<file path="src/design/ift_pkg.sv">
// Constants shared by the instruction fetch supervision timer files.
// Assumes byte addresses on an 8-bit address port and 16-bit register data.
package ift_pkg;

    localparam int unsigned ADDR_W = 8;
    localparam int unsigned DATA_W = 16;
    localparam int unsigned CNT_W  = 32;

    ////////////////////////////////////////////////////////////////////////////
    // Register offsets.
    localparam logic [7:0] OFF_CONTROL      = 8'h5C;
    localparam logic [7:0] OFF_PRECLEAR     = 8'h60;
    localparam logic [7:0] OFF_CLEAR        = 8'h64;
    localparam logic [7:0] OFF_STATUS       = 8'h68;
    localparam logic [7:0] OFF_COUNT_LOW    = 8'h6C;
    localparam logic [7:0] OFF_COUNT_HIGH   = 8'h6E;
    localparam logic [7:0] OFF_HOLD         = 8'h70;
    localparam logic [7:0] OFF_CFG_CNT_LOW  = 8'h74;
    localparam logic [7:0] OFF_CFG_CNT_HIGH = 8'h76;
    localparam logic [7:0] OFF_CFG_WIN_LOW  = 8'h78;
    localparam logic [7:0] OFF_CFG_WIN_HIGH = 8'h7A;

    ////////////////////////////////////////////////////////////////////////////
    // Field positions.
    localparam int unsigned CTRL_ON_BIT      = 15;
    localparam int unsigned PRECLEAR_LSB     = 8;
    localparam int unsigned STAT_BAD_PRE_BIT = 7;
    localparam int unsigned STAT_BAD_CLR_BIT = 6;
    localparam int unsigned STAT_EVENT_BIT   = 5;
    localparam int unsigned STAT_WINDOW_BIT  = 0;

    ////////////////////////////////////////////////////////////////////////////
    // Key values and reset values.
    localparam logic [7:0]  PRECLEAR_KEY  = 8'h40;
    localparam logic [7:0]  CLEAR_KEY     = 8'h08;
    localparam logic [7:0]  KEY_RESET     = 8'h00;
    localparam logic [15:0] REG_RESET     = 16'h0000;
    localparam logic [31:0] COUNT_RESET   = 32'h0000_0000;

    // Sequence state of the two-step clear.
    typedef enum logic [0:0] {
        IFT_SEQ_IDLE  = 1'b0,
        IFT_SEQ_ARMED = 1'b1
    } ift_seq_state_t;

endpackage : ift_pkg

</file>
<file path="src/design/ift_counter.sv">
// Supervision counter: counts instruction fetches up to the match value.
// Assumes fetch and sleep inputs are synchronous to clock.
`timescale 1ns/1ns
module ift_counter (
    input  wire logic        clock,
    input  wire logic        arst_n,
    input  wire logic        active,
    input  wire logic        fetch,
    input  wire logic        sleep,
    input  wire logic        clearCount,
    input  wire logic [31:0] matchValue,
    input  wire logic [31:0] windowValue,
    output logic      [31:0] count_q,
    output logic             expired_q,
    output logic             windowOpen_q
);

    logic [31:0] count_d;
    logic        atMatch;

    assign atMatch = (count_q == matchValue);

    ////////////////////////////////////////////////////////////////////////////
    always_comb begin
        count_d = count_q;
        if (clearCount) begin
            count_d = ift_pkg::COUNT_RESET;
        end else if (active && fetch && !sleep && !atMatch) begin
            count_d = count_q + 32'h0000_0001;
        end
    end

    always_ff @(posedge clock or negedge arst_n) begin
        if (!arst_n) begin
            count_q <= ift_pkg::COUNT_RESET;
        end else begin
            count_q <= count_d;
        end
    end

    // Expiry is only meaningful while the timer runs, so a stopped timer never flags.
    always_ff @(posedge clock or negedge arst_n) begin
        if (!arst_n) begin
            expired_q    <= 1'b0;
            windowOpen_q <= 1'b0;
        end else begin
            expired_q    <= active && (count_d == matchValue);
            windowOpen_q <= active && (count_d >= windowValue);
        end
    end

endmodule : ift_counter

</file>
<file path="src/design/ift_clear_seq.sv">
// Two-step clear sequence checker with its key fields and error flags.
// Assumes one-cycle write pulses decoded by the register block.
`timescale 1ns/1ns
module ift_clear_seq (
    input  wire logic       clock,
    input  wire logic       arst_n,
    input  wire logic       preWrite,
    input  wire logic       clrWrite,
    input  wire logic [7:0] keyData,
    output logic      [7:0] preField_q,
    output logic      [7:0] clrField_q,
    output logic            clearOk,
    output logic            badPre,
    output logic            badClr
);

    ift_pkg::ift_seq_state_t state_q;

    assign badPre  = preWrite && (keyData != ift_pkg::PRECLEAR_KEY);
    assign clearOk = clrWrite && (keyData == ift_pkg::CLEAR_KEY)
                     && (state_q == ift_pkg::IFT_SEQ_ARMED);
    assign badClr  = clrWrite && !clearOk;

    ////////////////////////////////////////////////////////////////////////////
    always_ff @(posedge clock or negedge arst_n) begin
        if (!arst_n) begin
            state_q <= ift_pkg::IFT_SEQ_IDLE;
        end else begin
            case (state_q)
                ift_pkg::IFT_SEQ_IDLE: begin
                    if (preWrite && !badPre) begin
                        state_q <= ift_pkg::IFT_SEQ_ARMED;
                    end
                end
                ift_pkg::IFT_SEQ_ARMED: begin
                    if (clearOk || badPre) begin
                        state_q <= ift_pkg::IFT_SEQ_IDLE;
                    end
                end
                default: begin
                    state_q <= ift_pkg::IFT_SEQ_IDLE;
                end
            endcase
        end
    end

    // A wrong preclear value is kept in the field so software can see what it wrote.
    always_ff @(posedge clock or negedge arst_n) begin
        if (!arst_n) begin
            preField_q <= ift_pkg::KEY_RESET;
        end else if (clearOk) begin
            preField_q <= ift_pkg::KEY_RESET;
        end else if (preWrite) begin
            preField_q <= keyData;
        end
    end

    always_ff @(posedge clock or negedge arst_n) begin
        if (!arst_n) begin
            clrField_q <= ift_pkg::KEY_RESET;
        end else if (clearOk) begin
            clrField_q <= ift_pkg::KEY_RESET;
        end else if (clrWrite) begin
            clrField_q <= keyData;
        end
    end

endmodule : ift_clear_seq

</file>
<file path="src/design/ift_supervisor.sv">
// Top of the instruction fetch supervision timer: register port, flags, snapshot.
// Assumes a master that issues one-cycle strobes, never both at once, and
// fuse values that stay constant while the timer runs.
//
// Operation
// - The counter runs on the system clock and adds one per instruction fetch until it equals the match value.
// - No counting happens while the processor sleeps.
// - The timer runs when the fuse enable is set or when software sets the control enable bit.
// - The counter is 32 bits and its match value joins the low and high 16-bit fuse words.
// - The clear window value joins the low and high 16-bit window fuse words.
// - The software enable bit counts only while the configuration disable setting is zero.
// - Writing 0x40 to the preclear field in bits 15:8 completes step one.
// - Any other preclear value sets the bad preclear flag.
// - A reset of the timer zeroes the preclear field.
// - A correct clear after a valid step one also zeroes the preclear field.
// - The timer raises an event toward the processor to report a software fault.
// - Writing 0x08 to the clear field after step one zeroes both key fields and the counter.
// - Any other clear value sets the bad clear flag, keeps the preclear field and stores the value.
// - The event flag is set on counter expiry or on a wrong key value.
// - The hold register resets to zero and loads the upper half only after both halves are read.
//
// The strobed register port was decided locally.
`timescale 1ns/1ns
module ift_supervisor (
    input  wire logic        clock,
    input  wire logic        arst_n,
    input  wire logic [7:0]  regAddr,
    input  wire logic [15:0] regWrData,
    input  wire logic        regWrite,
    input  wire logic        regRead,
    output logic      [15:0] regRdData,
    input  wire logic        fetchStrobe,
    input  wire logic        sleepMode,
    input  wire logic        fuseEnable,
    input  wire logic        configDisableSetting,
    input  wire logic [15:0] matchValueLowFuse,
    input  wire logic [15:0] matchValueHighFuse,
    input  wire logic [15:0] windowIntervalLowFuse,
    input  wire logic [15:0] windowIntervalHighFuse,
    output logic             eventStatusFlag,
    output logic             clearWindowOpenFlag,
    output logic             timerActive
);

    ////////////////////////////////////////////////////////////////////////////
    // Address decode.

    logic wrControl;
    logic wrPreclear;
    logic wrClear;
    logic wrStatus;
    logic rdCountLow;
    logic rdCountHigh;

    assign wrControl   = regWrite && (regAddr == ift_pkg::OFF_CONTROL);
    assign wrPreclear  = regWrite && (regAddr == ift_pkg::OFF_PRECLEAR);
    assign wrClear     = regWrite && (regAddr == ift_pkg::OFF_CLEAR);
    assign wrStatus    = regWrite && (regAddr == ift_pkg::OFF_STATUS);
    assign rdCountLow  = regRead && (regAddr == ift_pkg::OFF_COUNT_LOW);
    assign rdCountHigh = regRead && (regAddr == ift_pkg::OFF_COUNT_HIGH);

    ////////////////////////////////////////////////////////////////////////////
    // Control register and enable.

    logic        swOn_q;
    logic        active;
    logic [31:0] matchValue;
    logic [31:0] windowValue;

    always_ff @(posedge clock or negedge arst_n) begin
        if (!arst_n) begin
            swOn_q <= 1'b0;
        end else if (wrControl) begin
            swOn_q <= regWrData[ift_pkg::CTRL_ON_BIT];
        end
    end

    // The software bit is stored even while it has no effect, so it reads back as written.
    assign active = fuseEnable || (swOn_q && !configDisableSetting);

    assign matchValue  = {matchValueHighFuse, matchValueLowFuse};
    assign windowValue = {windowIntervalHighFuse, windowIntervalLowFuse};

    always_ff @(posedge clock or negedge arst_n) begin
        if (!arst_n) begin
            timerActive <= 1'b0;
        end else begin
            timerActive <= active;
        end
    end

    ////////////////////////////////////////////////////////////////////////////
    // Clear sequence and counter.

    logic [7:0]  preField;
    logic [7:0]  clrField;
    logic        clearOk;
    logic        badPre;
    logic        badClr;
    logic [7:0]  keyData;
    logic [31:0] count;
    logic        expired;
    logic        windowOpen;

    // The preclear key sits in the high byte, the clear key in the low byte.
    assign keyData = wrPreclear ? regWrData[15:ift_pkg::PRECLEAR_LSB] : regWrData[7:0];

    ift_clear_seq u_seq (
        .clock      (clock),
        .arst_n     (arst_n),
        .preWrite   (wrPreclear),
        .clrWrite   (wrClear),
        .keyData    (keyData),
        .preField_q (preField),
        .clrField_q (clrField),
        .clearOk    (clearOk),
        .badPre     (badPre),
        .badClr     (badClr)
    );

    ift_counter u_cnt (
        .clock        (clock),
        .arst_n       (arst_n),
        .active       (active),
        .fetch        (fetchStrobe),
        .sleep        (sleepMode),
        .clearCount   (clearOk),
        .matchValue   (matchValue),
        .windowValue  (windowValue),
        .count_q      (count),
        .expired_q    (expired),
        .windowOpen_q (windowOpen)
    );

    ////////////////////////////////////////////////////////////////////////////
    // Sticky status flags. Software clears a flag by writing zero to it;
    // a hardware set in the same cycle wins over that clear.

    logic badPreFlag_q;
    logic badClrFlag_q;
    logic eventFlag_q;
    logic eventSet;

    assign eventSet = expired || badPre || badClr;

    always_ff @(posedge clock or negedge arst_n) begin
        if (!arst_n) begin
            badPreFlag_q <= 1'b0;
        end else if (badPre) begin
            badPreFlag_q <= 1'b1;
        end else if (wrStatus) begin
            badPreFlag_q <= regWrData[ift_pkg::STAT_BAD_PRE_BIT];
        end
    end

    always_ff @(posedge clock or negedge arst_n) begin
        if (!arst_n) begin
            badClrFlag_q <= 1'b0;
        end else if (badClr) begin
            badClrFlag_q <= 1'b1;
        end else if (wrStatus) begin
            badClrFlag_q <= regWrData[ift_pkg::STAT_BAD_CLR_BIT];
        end
    end

    always_ff @(posedge clock or negedge arst_n) begin
        if (!arst_n) begin
            eventFlag_q <= 1'b0;
        end else if (eventSet) begin
            eventFlag_q <= 1'b1;
        end else if (wrStatus) begin
            eventFlag_q <= regWrData[ift_pkg::STAT_EVENT_BIT];
        end
    end

    // The event line toward the processor follows the sticky flag one cycle later.
    always_ff @(posedge clock or negedge arst_n) begin
        if (!arst_n) begin
            eventStatusFlag     <= 1'b0;
            clearWindowOpenFlag <= 1'b0;
        end else begin
            eventStatusFlag     <= eventFlag_q;
            clearWindowOpenFlag <= windowOpen;
        end
    end

    ////////////////////////////////////////////////////////////////////////////
    // Upper count snapshot. Reading the low half captures the upper half;
    // the hold register takes it only when the high half is read next, so
    // the low read and a later hold read form a coherent 32-bit value.

    logic        lowRead_q;
    logic [15:0] pendingHigh_q;
    logic [15:0] holdReg_q;

    always_ff @(posedge clock or negedge arst_n) begin
        if (!arst_n) begin
            lowRead_q     <= 1'b0;
            pendingHigh_q <= ift_pkg::REG_RESET;
        end else if (rdCountLow) begin
            lowRead_q     <= 1'b1;
            pendingHigh_q <= count[31:16];
        end else if (rdCountHigh) begin
            lowRead_q     <= 1'b0;
        end
    end

    always_ff @(posedge clock or negedge arst_n) begin
        if (!arst_n) begin
            holdReg_q <= ift_pkg::REG_RESET;
        end else if (rdCountHigh && lowRead_q) begin
            holdReg_q <= pendingHigh_q;
        end
    end

    ////////////////////////////////////////////////////////////////////////////
    // Read data: valid only in the cycle after the read strobe, zero otherwise
    // and zero for unmapped offsets.

    logic [15:0] rdMux;
    logic [15:0] statusWord;

    always_comb begin
        statusWord = ift_pkg::REG_RESET;
        statusWord[ift_pkg::STAT_BAD_PRE_BIT] = badPreFlag_q;
        statusWord[ift_pkg::STAT_BAD_CLR_BIT] = badClrFlag_q;
        statusWord[ift_pkg::STAT_EVENT_BIT]   = eventFlag_q;
        statusWord[ift_pkg::STAT_WINDOW_BIT]  = windowOpen;
    end

    always_comb begin
        rdMux = ift_pkg::REG_RESET;
        case (regAddr)
            ift_pkg::OFF_CONTROL: begin
                rdMux[ift_pkg::CTRL_ON_BIT] = swOn_q;
            end
            ift_pkg::OFF_PRECLEAR: begin
                rdMux = {preField, 8'h00};
            end
            ift_pkg::OFF_CLEAR: begin
                rdMux = {8'h00, clrField};
            end
            ift_pkg::OFF_STATUS: begin
                rdMux = statusWord;
            end
            ift_pkg::OFF_COUNT_LOW: begin
                rdMux = count[15:0];
            end
            ift_pkg::OFF_COUNT_HIGH: begin
                rdMux = count[31:16];
            end
            ift_pkg::OFF_HOLD: begin
                rdMux = holdReg_q;
            end
            ift_pkg::OFF_CFG_CNT_LOW: begin
                rdMux = matchValueLowFuse;
            end
            ift_pkg::OFF_CFG_CNT_HIGH: begin
                rdMux = matchValueHighFuse;
            end
            ift_pkg::OFF_CFG_WIN_LOW: begin
                rdMux = windowIntervalLowFuse;
            end
            ift_pkg::OFF_CFG_WIN_HIGH: begin
                rdMux = windowIntervalHighFuse;
            end
            default: begin
                rdMux = ift_pkg::REG_RESET;
            end
        endcase
    end

    always_ff @(posedge clock or negedge arst_n) begin
        if (!arst_n) begin
            regRdData <= ift_pkg::REG_RESET;
        end else if (regRead) begin
            regRdData <= rdMux;
        end else begin
            regRdData <= ift_pkg::REG_RESET;
        end
    end

endmodule : ift_supervisor

</file>
<file path="config.mk">
export PLATFORM = sky130hd
export DESIGN_NAME = ift_supervisor
export DESIGN_NICKNAME = d
export VERILOG_FILES = /design/src/design/ift_pkg.sv /design/src/design/ift_counter.sv /design/src/design/ift_clear_seq.sv /design/src/design/ift_supervisor.sv
export SDC_FILE = /design/constraint.sdc
export NUM_CORES = 1
export LEC_CHECK = 0
export BUFFER_PORTS_ARGS = -buffer_cell sky130_fd_sc_hd__buf_4
export CORE_ASPECT_RATIO = 0.5
export CORE_MARGIN = 2
export CORE_UTILIZATION = 50
export CTS_CLUSTER_DIAMETER = 80
export CTS_CLUSTER_SIZE = 40
export DETAILED_ROUTE_END_ITERATION = 6
export MAX_ROUTING_LAYER = met4
export PLACE_DENSITY_LB_ADDON = 0.3
export RECOVER_POWER = 50
export SLEW_MARGIN = 20
export SYNTH_ARGS = -nofsm -noshare
export SYNTH_HDL_FRONTEND = slang
export SYNTH_SLANG_ARGS = --single-unit
</file>
<file path="constraint.sdc">
create_clock -name clock -period 8.6 [get_ports clock]
set_input_delay 1.29 -clock clock [delete_from_list [all_inputs] [get_ports clock]]
set_output_delay 1.29 -clock clock [all_outputs]
set_load 0.02 [all_outputs]
</file>
-- Word level (Yosys, flattened, before mapping)
Cells that the tools add are included.
W data, S select, Z words.
- divide/modulo/power cells: 0
- bitwise gates (word level): 1
- $lt $le $gt $ge: 1
- equal/unequal tests: 15
- add/sub/neg operators: 1
- shift-type cells: 0
- reductions and logical operators: 33
- multiplexer cells: 21
- $mul: 0
- operators by type and width (kind ; number):
    $pmux W15 S10 ; 1
    $eq A8 B7 Y1 const B ; 11
    $eq A32 B32 Y1 ; 2
    $mux W32 ; 2
    $mux W8 ; 5
    $add A32 B1 Y32 const B ; 1
    $ge A32 B32 Y1 ; 1
    $logic_and A1 B1 Y1 ; 18
    $mux W16 ; 1
    $reduce_bool A2 Y1 ; 6
    $mux W1 ; 10
    $pmux W1 S9 ; 1
    $eq A8 B4 Y1 const B ; 1
    $ne A8 B7 Y1 const B ; 1
    $logic_not A1 Y1 ; 5
    $logic_or A1 B1 Y1 ; 4
    $pmux W1 S2 ; 1
    $not A1 Y1 ; 1
- latch bits: 0
- output and inout port bits: 19
- memories: 0
- memory bits (read-only): 0
- register bits after elaboration: 107
- bits in writable memories: 0
- logic and storage cells: 89

-- Logic depth before layout (Yosys ltp)
Gate-level depths: netlist of the first run.
- depth in word-level cells: 10
- gate-level depth with buffers: 21
- depth with buffers taken out: 19

-- Hierarchy
A second synthesis of the first run with hierarchy kept.
- cell total of the unflattened synthesis: 911
- area total of the unflattened synthesis: 8575.7 um^2
- by module, submodules not included (module ; area each (um^2) ; times used ; cells each):
    ift_counter ; 4117.7 ; 1 ; 505
    ift_supervisor ; 3693.5 ; 1 ; 343
    ift_clear_seq ; 764.5 ; 1 ; 63

-- Least setup slack after synthesis of the first run
OpenSTA, ideal clock, no wires.
- path type: input-to-reg
- start: in regWrData[4]
- end: reg u_cnt.windowOpen_q
- setup slack: 3.611 ns
- stages on the path: 18
- buffers on the path: 4
- arrival time: 4.853 ns
- setup time: 0.135 ns
- cell sequence: nor4b_1 -> nand4b_1 -> nor3_1 -> clkbuf_8 -> clkbuf_1 -> clkbuf_8 -> clkbuf_1 -> nor2_1 -> ha_1 -> a21o_1 -> a21o_1 -> a21o_1 -> a21o_1 -> a21o_1 -> a211oi_1 -> o41ai_1 -> a221oi_1 -> o22ai_1
- longest elaborated chain between the ends: 7
- ends and longest elaborated chain (what ; RTL line ; text):
    start, declared ; ift_supervisor.sv:28 ; input wire logic [15:0] regWrData,
    $mux W8 ; ift_supervisor.sv:106 ; assign keyData = wrPreclear ? regWrData[15:ift_pkg::PRECLEAR_LSB] : regWrData[7:0];
    $eq A8 B4 Y1 ; ift_clear_seq.sv:20 ; assign clearOk = clrWrite && (keyData == ift_pkg::CLEAR_KEY)
    $logic_and A1 B1 Y1 ; ift_clear_seq.sv:20 ;
    $logic_and A1 B1 Y1 ; ift_clear_seq.sv:21 ; && (state_q == ift_pkg::IFT_SEQ_ARMED);
    $mux W32 ; ift_counter.sv:26 ; if (clearCount) begin
    named net u_cnt.count_d[1] ; ift_counter.sv:18 ; logic [31:0] count_d;
    $ge A32 B32 Y1 ; ift_counter.sv:48 ; windowOpen_q <= active && (count_d >= windowValue);
    $logic_and A1 B1 Y1 ; ift_counter.sv:48 ;
    end signal, assigned ; ift_counter.sv:48 ;
    end, declared ; ift_counter.sv:15 ; output logic windowOpen_q
The timed path passes the listed nets, and every way through them passes these cells.
A chain may end at the register's enable or synchronous reset.

-- Worst setup path after layout of the first run
- start: in configDisableSetting
- end: reg u_cnt.windowOpen_q
- longest elaborated chain between the ends: 10
- ends and longest elaborated chain (what ; RTL line ; text):
    start, declared ; ift_supervisor.sv:35 ; input wire logic configDisableSetting,
    $logic_not A1 Y1 ; ift_supervisor.sv:79 ; assign active = fuseEnable || (swOn_q && !configDisableSetting);
    $logic_and A1 B1 Y1 ; ift_supervisor.sv:79 ;
    $logic_or A1 B1 Y1 ; ift_supervisor.sv:79 ;
    $logic_and A1 B1 Y1 (3 in a row) ; ift_counter.sv:28 ; end else if (active && fetch && !sleep && !atMatch) begin
    $mux W32 ; ift_counter.sv:28 ;
    $mux W32 ; ift_counter.sv:26 ;
    named net u_cnt.count_d[12] ; ift_counter.sv:18 ;
    $ge A32 B32 Y1 ; ift_counter.sv:48 ;
    $logic_and A1 B1 Y1 ; ift_counter.sv:48 ;
The timed path passes the listed nets, and every way through them passes these cells.

==> flow_summary_export.csv, run 1 <==
group,metric,value,unit
clock_tree,cts.sinks,107,
cells_and_area,layout_commonest_cell,"dfrtp_1",
timing,finalClockSkew,12.1,ps
pwr,combPwrFrac,18.3,%
clock_tree,hold_buffers,0,
run_status,violations,"DRC, capacitance limit, slew limit",
detailed_routing,vias,7086,
floorplan,core,14500,sq um
floorplan,rows,31,
synth,synth.largest_area_cell,"dfrtp_1",
timing,setup_tns,0,ps
synth,syn_inst,785,
synth,synth_top_area_share,36.2,%
flow_run,drv_cap,1,
synth,syn_avg_cell_area,9.42,sq um
timing,rsz0062_at_grt,"no",
run_status,status,"complete, but fails checks",
setup_path,crit_required,8840,ps
global_route,grtUsageTotal,38.0,%
clock_tree,clk_latency,370,ps
global_route,grt_pass1_vias,6765,
synth,postSynth.asyncResetShare,100,%
detailed_routing,drt_iter0_markers,992,
clock_tree,clk_pin_slew,80,ps
cells_and_area,final_cell_mix,"dfrtp_1, buf_4, nand2_1",
placed_design,place_area,8340,sq um
synth,syn_area,7400,sq um
global_route,antenna_found_initial,0,
synth,synth.area.top_cells,"dfrtp_1, mux2_2, ha_1, xnor2_1, a22oi_1",
clock_tree,cts_tree,"yes",
global_route,grt_pass1_wl,42800,um
cells_and_area,nNetsFinal,1001,
timing,fmax,189,MHz
cells_and_area,syn2layout_area_growth,15.9,%
floorplan,die_area,15800,sq um
detailed_routing,routed_wl,28600,um
clock_tree,cts_max_path_buffers,2,
synth,ys_ff_latch,107,
timing,maxSlewViolCount,39,
clock_tree,cts-resized-gates,0,
pwr,power.leakage,3.97,nW
synth,synth-edff-count,0,
setup_path,crit_path_top_delay_cell,"a21oi_1",
timing,min_period,5300,ps
timing,slew_headroom,-34.7,%
pwr,swShare,32.1,%
detailed_routing,wl_per_cell,26.5,um
pwr,internal_power,830,uW
setup_path,worstSetupPathType,"input port to flop",
pwr,power_frac_seq,46.0,%
global_route,grt_start_max_net_pins,71,
synth,syn_nets,914,
timing,fin_crit_sh,61.7,%
cells_and_area,final_area,8570,sq um
setup_path,cp_top_family,"compound AO/OA/AOI/OAI gates",
floorplan,pin_count,115,
global_route,overflow,0,
placed_design,hpwl,22100,um
synth,ys_warn_count,0,
pwr,clock_power_share,35.7,%
synth,ys_types,77,
detailed_routing,post-route-drc-count,1,
timing,final-setup-viol-count,0,
cells_and_area,drive_gt1_share,20.0,%
pwr,power.density,143,nW/um^2
clock_tree,cts_buffers,9,
clock_tree,post-cts-setup-buffer-count,0,
detailed_routing,drt_pass1_iterations,7,
floorplan,start_util,51.1,%
detailed_routing,drtAntennaViolNets,0,
timing,tightest_slew,2020,ps
pwr,vdd_drop_max,0.000103,V
setup_path,critical_path.max_fanout,12,
setup_path,end_kind,"flop",
synth,synthFlopType,"dfrtp_1",
detailed_routing,viasPerCell,6.59,
timing,finalHoldViolations,0,
setup_path,crit_path_max_incr_delay,790,ps
floorplan,die_h,90.0,um
setup_path,critPathArrivalTime,5540,ps
pwr,p_sw,393,uW
hold_path,hold_class,"flop to flop",
placed_design,io_buffers,114,
placed_design,gp_congestion,0.973,
clock_tree,htree_levels,3,
setup_path,critical_path_buf_inv_count,1,
floorplan,dieWidth,176,um
setup_path,cp_cell_sequence,"buf_4 -> nand2b_1 -> a21oi_1 -> nand3_1 -> a21oi_1 -> nand4_1 -> xnor2_1 -> and2_1 -> ha_1 -> nand4_1 -> nor2_1 -> a211oi_1 -> o41ai_1 -> a221oi_1 -> o22ai_1",
synth,ys_seq_area_share,36.2,%
clock_tree,cts_root_buf,"clkbuf_16",
setup_path,start_kind,"input port",
## layer usage
layer / vias up / GRT usage (%) / part of all wire [%] / routed length (um)
met3: 31 / 16.6 / 15 / 4250
li1: 3092 / - / - / -
met5: - / - / 0 / 0
met1: 3492 / 55.9 / 46 / 13000
met2: 471 / 47.5 / 39 / 11000
met4: 0 / 6.82 / 1.1 / 300
## final cells by class
class                           instances  area, sq um
Fill cell                            1302         5900
Multi-Input combinational cell        589         4330
Sequential cell                       107         2680
Timing Repair Buffer                  123          845
Tap cell                              198          248
Clock buffer                            9          225
Inverter                               42          158
Clock inverter                          7         82.6
Antenna cell                            1         2.50
## cells by family after synthesis
family,Yosys count,share of synthesized area (%)
multiplexers,59,8.61
buffers and inverters,89,5.33
XOR/XNOR,63,7.46
flip-flops,107,36.2
adder cells (fa/ha/maj),33,5.58
AO/OA/AOI/OAI,179,17.5
AND/OR/NAND/NOR,255,19.3
## worst paths after layout
path	startpoint	to	slack (ps)	depth (start not counted)
min in group asynchronous	arst_n	pendingHigh_q[7]	1490	1
worst max-delay path	configDisableSetting	u_cnt.windowOpen_q	3300	15
worst max register to register	u_cnt.count_q[25]	u_cnt.windowOpen_q	3780	18
worst min-delay path	eventFlag_q	eventStatusFlag	440	0
worst min register to register	eventFlag_q	eventStatusFlag	440	0
max in group asynchronous	arst_n	u_cnt.count_q[10]	5210	2
## synthesized netlist by cell type (all sizes together) (3+ instances only)
library cell  number
dfrtp            107
nand2             53
nor2              44
xnor2             44
inv               42
clkbuf            41
mux2              37
ha                33
a22oi             31
nand4             26
a21oi             24
o21ai             23
mux2i             22
nand2b            22
nand3             20
a31oi             19
xor2              19
a22o              18
nor4              13
a222oi            12
and2              12
a21o              11
and3              11
nor3              11
a221oi             7
or4                7
a211oi             6
buf                6
or3                6
and4               5
nor2b              5
nand4b             3
nor3b              3
nor4b              3
o211ai             3
o31ai              3
## state kept, by name, summed over array words and instances, names as in the netlist
signal               flops
holdReg_q               16
regRdData               16
u_seq.state_q            1
u_seq.preField_q         8
timerActive              1
eventFlag_q              1
u_cnt.windowOpen_q       1
badPreFlag_q             1
swOn_q                   1
badClrFlag_q             1
u_seq.clrField_q         8
eventStatusFlag          1
u_cnt.count_q           32
u_cnt.expired_q          1
pendingHigh_q           16
clearWindowOpenFlag      1
lowRead_q                1
## stage by stage
stage / std cells / setup slack (ps) / total power [mW] / utilization (%) / hold WS (ps)
6_report: 1076 / 3300 / 1.22 / 59.2 / 442
5_1_grt: 1075 / 2940 / 1.27 / 59.2 / 460
3_5_place_dp: 1059 / 3050 / 0.788 / 57.7 / 415
3_3_place_gp: 1059 / 3120 / 0.787 / 57.7 / 423
4_1_cts: 1075 / 3430 / 1.22 / 59.8 / 441
2_1_floorplan: 785 / 3610 / 0.677 / - / 350
## power by group through the flow
stage,registers (mW),clock network (mW),logic [mW]
floorplan,0.542,0,0.135
global placement,0.569,0,0.218
detailed placement,0.569,0,0.219
CTS,0.559,0.441,0.220
global route,0.563,0.463,0.244
finish,0.562,0.437,0.224
(Power assumes the default switching activity.)
==> run 2: changes to the inputs <==
==> constraint.sdc (replaced) <==
create_clock -name clock -period 4.85 [get_ports clock]
set_input_delay 0.7275 -clock clock [delete_from_list [all_inputs] [get_ports clock]]
set_output_delay 0.7275 -clock clock [all_outputs]
set_load 0.02 [all_outputs]
==> flow_summary_export.csv, run 2 (synthesis gave the netlist of run 1 again) <==
group,metric,value,unit
setup_path,critical_path.max_fanout,6,
setup_path,worstSetupPathType,"input port to flop",
clock_tree,cts_max_path_buffers,2,
global_route,grtUsageTotal,36.8,%
setup_path,cp_common_cell,"a21o_1",
setup_path,cp_top_family,"compound AO/OA/AOI/OAI gates",
setup_path,critPathArrivalTime,4600,ps
detailed_routing,drtAntennaViolNets,0,
detailed_routing,met1Wirelength,12700,um
detailed_routing,top_layer,"met4",
timing,tightest_slew,2190,ps
global_route,grt_pass1_wl,42000,um
placed_design,io_buffers,114,
pwr,vdd_drop_max,0.000194,V
cells_and_area,fillers,1250,
placed_design,gp_congestion,1.10,
clock_tree,clk_latency,360,ps
cells_and_area,nNetsFinal,1038,
global_route,grt_pass1_vias,6723,
setup_path,end_kind,"flop",
setup_path,critical_path_buf_inv_count,1,
detailed_routing,routed_wl,28100,um
setup_path,crit_path_top_delay_cell,"a2111o_1",
pwr,power.leakage,4.24,nW
cells_and_area,utilization,61.8,%
pwr,power.density,253,nW/um^2
timing,final-setup-viol-count,0,
timing,finalHoldViolations,0,
timing,slew_headroom,-46.2,%
placed_design,hpwl,22200,um
cells_and_area,layout_commonest_cell,"buf_4",
detailed_routing,post-route-drc-count,0,
cells_and_area,drive_gt1_share,24.9,%
hold_path,hold_class,"flop to flop",
detailed_routing,vias,7172,
timing,fin_crit_sh,90.2,%
setup_path,crit_required,5070,ps
clock_tree,cts_tree,"yes",
setup_path,crit_path_max_incr_delay,460,ps
floorplan,start_util,51.1,%
floorplan,pin_count,115,
detailed_routing,drt_iter0_markers,879,
run_status,status,"complete, but fails checks",
setup_path,start_kind,"input port",
detailed_routing,wl_per_cell,25.2,um
global_route,antenna_found_initial,0,
global_route,overflow,0,
timing,min_period,4380,ps
cells_and_area,syn2layout_area_growth,20.8,%
detailed_routing,viasPerCell,6.45,
timing,setup_tns,0,ps
detailed_routing,wl_met3,4150,um
clock_tree,hold_buffers,0,
timing,finalClockSkew,14.9,ps
clock_tree,post-cts-setup-buffer-count,0,
timing,rsz0062_at_grt,"no",
floorplan,die_area,15800,sq um
floorplan,core,14500,sq um
cells_and_area,largest_reg_flops,32,
cells_and_area,final_cell_mix,"buf_4, dfrtp_1, nand2_1",
clock_tree,cts.sinks,107,
detailed_routing,dr_wl_met2,10900,um
timing,fmax,228,MHz
run_status,violations,"capacitance limit, slew limit",
clock_tree,cts_buffers,9,
detailed_routing,drt_pass1_iterations,5,
timing,hold_slack,460,ps
clock_tree,htree_levels,3,
cells_and_area,diodes,0,
clock_tree,clk_pin_slew,90,ps
setup_path,cp_cell_sequence,"buf_4 -> or2_0 -> a2111o_1 -> nor4_4 -> and2_4 -> nor3_1 -> xor2_1 -> nand2_1 -> ha_1 -> nand2b_1 -> a21o_1 -> a21o_1 -> a21o_1 -> a21o_1 -> a21o_1 -> a211oi_1 -> o41ai_1 -> a221oi_1 -> o22ai_1",
flow_run,drv_cap,1,
timing,maxSlewViolCount,84,
clock_tree,cts-resized-gates,0,
floorplan,dieWidth,176,um
global_route,grt_start_max_net_pins,84,
floorplan,die_h,90.0,um
cells_and_area,largest-register,"u_cnt.count_q",
floorplan,rows,31,
clock_tree,cts_root_buf,"clkbuf_16",
[run 2: cell types whose count changed in the layout (fill, tap and decap cells not counted), moves of 2 or more]
| cell | before | now |
|---|---|---|
| buf_4 | 102 | 152 |
| clkbuf_1 | 21 | 7 |
| inv_6 | 2 | 0 |
| inv_8 | 1 | 3 |
[run 2: per-layer routing]
metal / GRT usage, % / up-vias
li1: - / 3159
met1: 55.2 / 3490
met2: 45.4 / 484
met3: 15.6 / 39
met4: 6.40 / 0
met5: - / -
[run 2: report_power, final]
part / total, mW / switching [mW] / internal (mW)
registers: 0.974 / 0.0521 / 0.922
clock network: 0.835 / 0.408 / 0.426
logic: 0.449 / 0.254 / 0.194
total: 2.26 / 0.715 / 1.54
[run 2: worst reg2reg max path, delay by kind of cell (launching register included)]
kind / cells / cell delay (ps)
compound gates: 10 / 2240
xor+xnor: 2 / 380
fa+ha+maj: 1 / 280
flops: 1 / 540
simple gates: 5 / 800
[run 2: area by class of cell]
| class | count | area, sq um | area share [%] |
|---|---|---|---|
| multi-input cells | 589 | 4350 | 48.6 |
| flip-flops and latches | 107 | 2680 | 30.0 |
| repair buffers | 160 | 1170 | 13.1 |
| well taps | 198 | 248 | 2.77 |
| clock buffers | 9 | 225 | 2.52 |
| inverters | 42 | 158 | 1.76 |
| clock inverters | 7 | 113 | 1.26 |
[run 2: final timing paths]
check,start,to,slack [ps],cells past startpoint
min in group asynchronous,arst_n,holdReg_q[7],990,1
max,matchValueHighFuse[8],u_cnt.windowOpen_q,470,19
max in group asynchronous,arst_n,regRdData[9],1600,2
min reg2reg,eventFlag_q,eventStatusFlag,460,0
min,eventFlag_q,eventStatusFlag,460,0
max reg2reg,u_cnt.count_q[31],u_cnt.windowOpen_q,480,18
[run 2: stage by stage]
step	instances	setup slack, ps	area, sq um	total power, mW
6_report	1112	473	8940	2.26
5_1_grt	1112	213	8940	2.33
4_1_cts	1112	515	8960	2.24
3_5_place_dp	1096	173	8620	1.42
3_3_place_gp	1096	279	8620	1.42
2_1_floorplan	785	424	7400	1.20
==> run 3: changes to the inputs <==
--- a/config.mk
+++ b/config.mk
@@ -14,7 +14,7 @@
 export DETAILED_ROUTE_END_ITERATION = 6
 export MAX_ROUTING_LAYER = met4
 export PLACE_DENSITY_LB_ADDON = 0.3
-export RECOVER_POWER = 50
+export RECOVER_POWER = 25
 export SLEW_MARGIN = 20
 export SYNTH_ARGS = -nofsm -noshare
 export SYNTH_HDL_FRONTEND = slang
==> flow_summary_export.csv, run 3 (synthesis gave the netlist of run 1 again) <==
group,metric,value,unit
cells_and_area,diodes,0,
floorplan,core,14500,sq um
global_route,grt_pass1_vias,6723,
cells_and_area,utilization,62.0,%
clock_tree,cts_root_buf,"clkbuf_16",
detailed_routing,vias,7132,
timing,maxSlewViolCount,84,
timing,setup_tns,0,ps
clock_tree,cts.sinks,107,
cells_and_area,nNetsFinal,1038,
timing,finalHoldViolations,0,
global_route,grtUsageTotal,36.8,%
clock_tree,clk_latency,360,ps
cells_and_area,largest_reg_flops,32,
timing,fmax,227,MHz
cells_and_area,final_cell_mix,"buf_4, dfrtp_1, nand2_1",
cells_and_area,syn2layout_area_growth,21.2,%
detailed_routing,wl_per_cell,25.2,um
setup_path,crit_required,5070,ps
floorplan,pin_count,115,
pwr,power.density,252,nW/um^2
cells_and_area,drive_gt1_share,25.8,%
run_status,status,"complete, but fails checks",
floorplan,rows,31,
floorplan,die_area,15800,sq um
cells_and_area,layout_commonest_cell,"buf_4",
clock_tree,cts_tree,"yes",
clock_tree,cts_buffers,9,
detailed_routing,routed_wl,28000,um
detailed_routing,post-route-drc-count,0,
placed_design,hpwl,22200,um
cells_and_area,largest-register,"u_cnt.count_q",
detailed_routing,viasPerCell,6.41,
timing,slew_headroom,-45.7,%
setup_path,cp_common_cell,"a21o_1",
setup_path,critical_path.max_fanout,6,
setup_path,crit_path_max_incr_delay,460,ps
timing,tightest_slew,2190,ps
timing,finalClockSkew,14.7,ps
hold_path,hold_class,"flop to flop",
pwr,power.leakage,4.27,nW
timing,fin_crit_sh,91.0,%
setup_path,cp_cell_sequence,"buf_4 -> or2_0 -> a2111o_1 -> nor4_4 -> and2_4 -> nor3_1 -> xor2_1 -> nand2_1 -> ha_1 -> nand2b_1 -> a21o_1 -> a21o_1 -> a21o_1 -> a21o_1 -> a21o_1 -> a211oi_1 -> o41ai_1 -> a221oi_1 -> o22ai_1",
timing,final-setup-viol-count,0,
clock_tree,clk_pin_slew,90,ps
pwr,vdd_drop_max,0.000194,V
setup_path,worstSetupPathType,"input port to flop",
clock_tree,htree_levels,3,
clock_tree,cts-resized-gates,0,
timing,min_period,4410,ps
setup_path,end_kind,"flop",
flow_run,drv_cap,1,
floorplan,start_util,51.1,%
placed_design,io_buffers,114,
setup_path,crit_path_top_delay_cell,"a2111o_1",
placed_design,gp_congestion,1.10,
global_route,grt_start_max_net_pins,84,
floorplan,die_h,90.0,um
setup_path,critPathArrivalTime,4630,ps
global_route,antenna_found_initial,0,
timing,rsz0062_at_grt,"no",
clock_tree,cts_max_path_buffers,2,
global_route,grt_pass1_wl,42000,um
floorplan,dieWidth,176,um
setup_path,start_kind,"input port",
detailed_routing,drt_iter0_markers,943,
detailed_routing,drtAntennaViolNets,0,
clock_tree,hold_buffers,0,
global_route,overflow,0,
run_status,violations,"capacitance limit, slew limit",
clock_tree,post-cts-setup-buffer-count,0,
detailed_routing,drt_pass1_iterations,6,
-- run 3: layout make-up --
class | count | area, sq um
Multi-Input combinational cell | 589 | 4350
Clock inverter | 7 | 113
Timing Repair Buffer | 160 | 1200
Clock buffer | 9 | 225
Fill cell | 1244 | 5500
Sequential cell | 107 | 2680
Inverter | 42 | 158
Tap cell | 198 | 248
-- run 3: routing by layer --
layer	up-vias	routed length (um)	share of wire, %	GRT usage [%]
li1	3164	-	-	-
met1	3471	12700	45	55.2
met2	464	10800	39	45.4
met3	33	4120	15	15.6
met4	0	371	1.3	6.40
met5	-	0	0	-
-- run 3: final timing paths --
check | slack, ps | end | start | depth (start not counted)
worst max-delay path | 440 | u_cnt.windowOpen_q | matchValueHighFuse[8] | 19
worst min-delay path | 460 | eventStatusFlag | eventFlag_q | 0
worst max register to register | 450 | u_cnt.windowOpen_q | u_cnt.count_q[31] | 18
worst min register to register | 460 | eventStatusFlag | eventFlag_q | 0
max in group asynchronous | 2500 | regRdData[9] | arst_n | 2
min in group asynchronous | 1000 | holdReg_q[7] | arst_n | 1
-- run 3: worst max-delay path, delay by kind of cell --
kind / cells / cell delay (ps)
buffers and inverters: 1 / 140
XOR/XNOR: 1 / 150
adder cells (fa/ha/maj): 1 / 280
AO/OA/AOI/OAI: 10 / 2260
AND/OR/NAND/NOR: 6 / 1090
-- run 3: where the power goes --
part	switching, mW	internal, mW	leakage (nW)
sequential	0.0532	0.922	1.47
combinational	0.254	0.195	2.63
clock	0.409	0.426	0.164
-- run 3: metrics by stage --
stage / cells / hold slack [ps] / power (mW) / setup WS [ps] / cell area [sq um]
after floorplan: 785 / 350 / 1.20 / 424 / 7400
after global placement: 1096 / 425 / 1.42 / 279 / 8620
after detailed placement: 1096 / 428 / 1.42 / 173 / 8620
after CTS: 1112 / 456 / 2.24 / 515 / 8960
after global routing: 1112 / 487 / 2.33 / 222 / 8970
final: 1112 / 461 / 2.26 / 436 / 8970
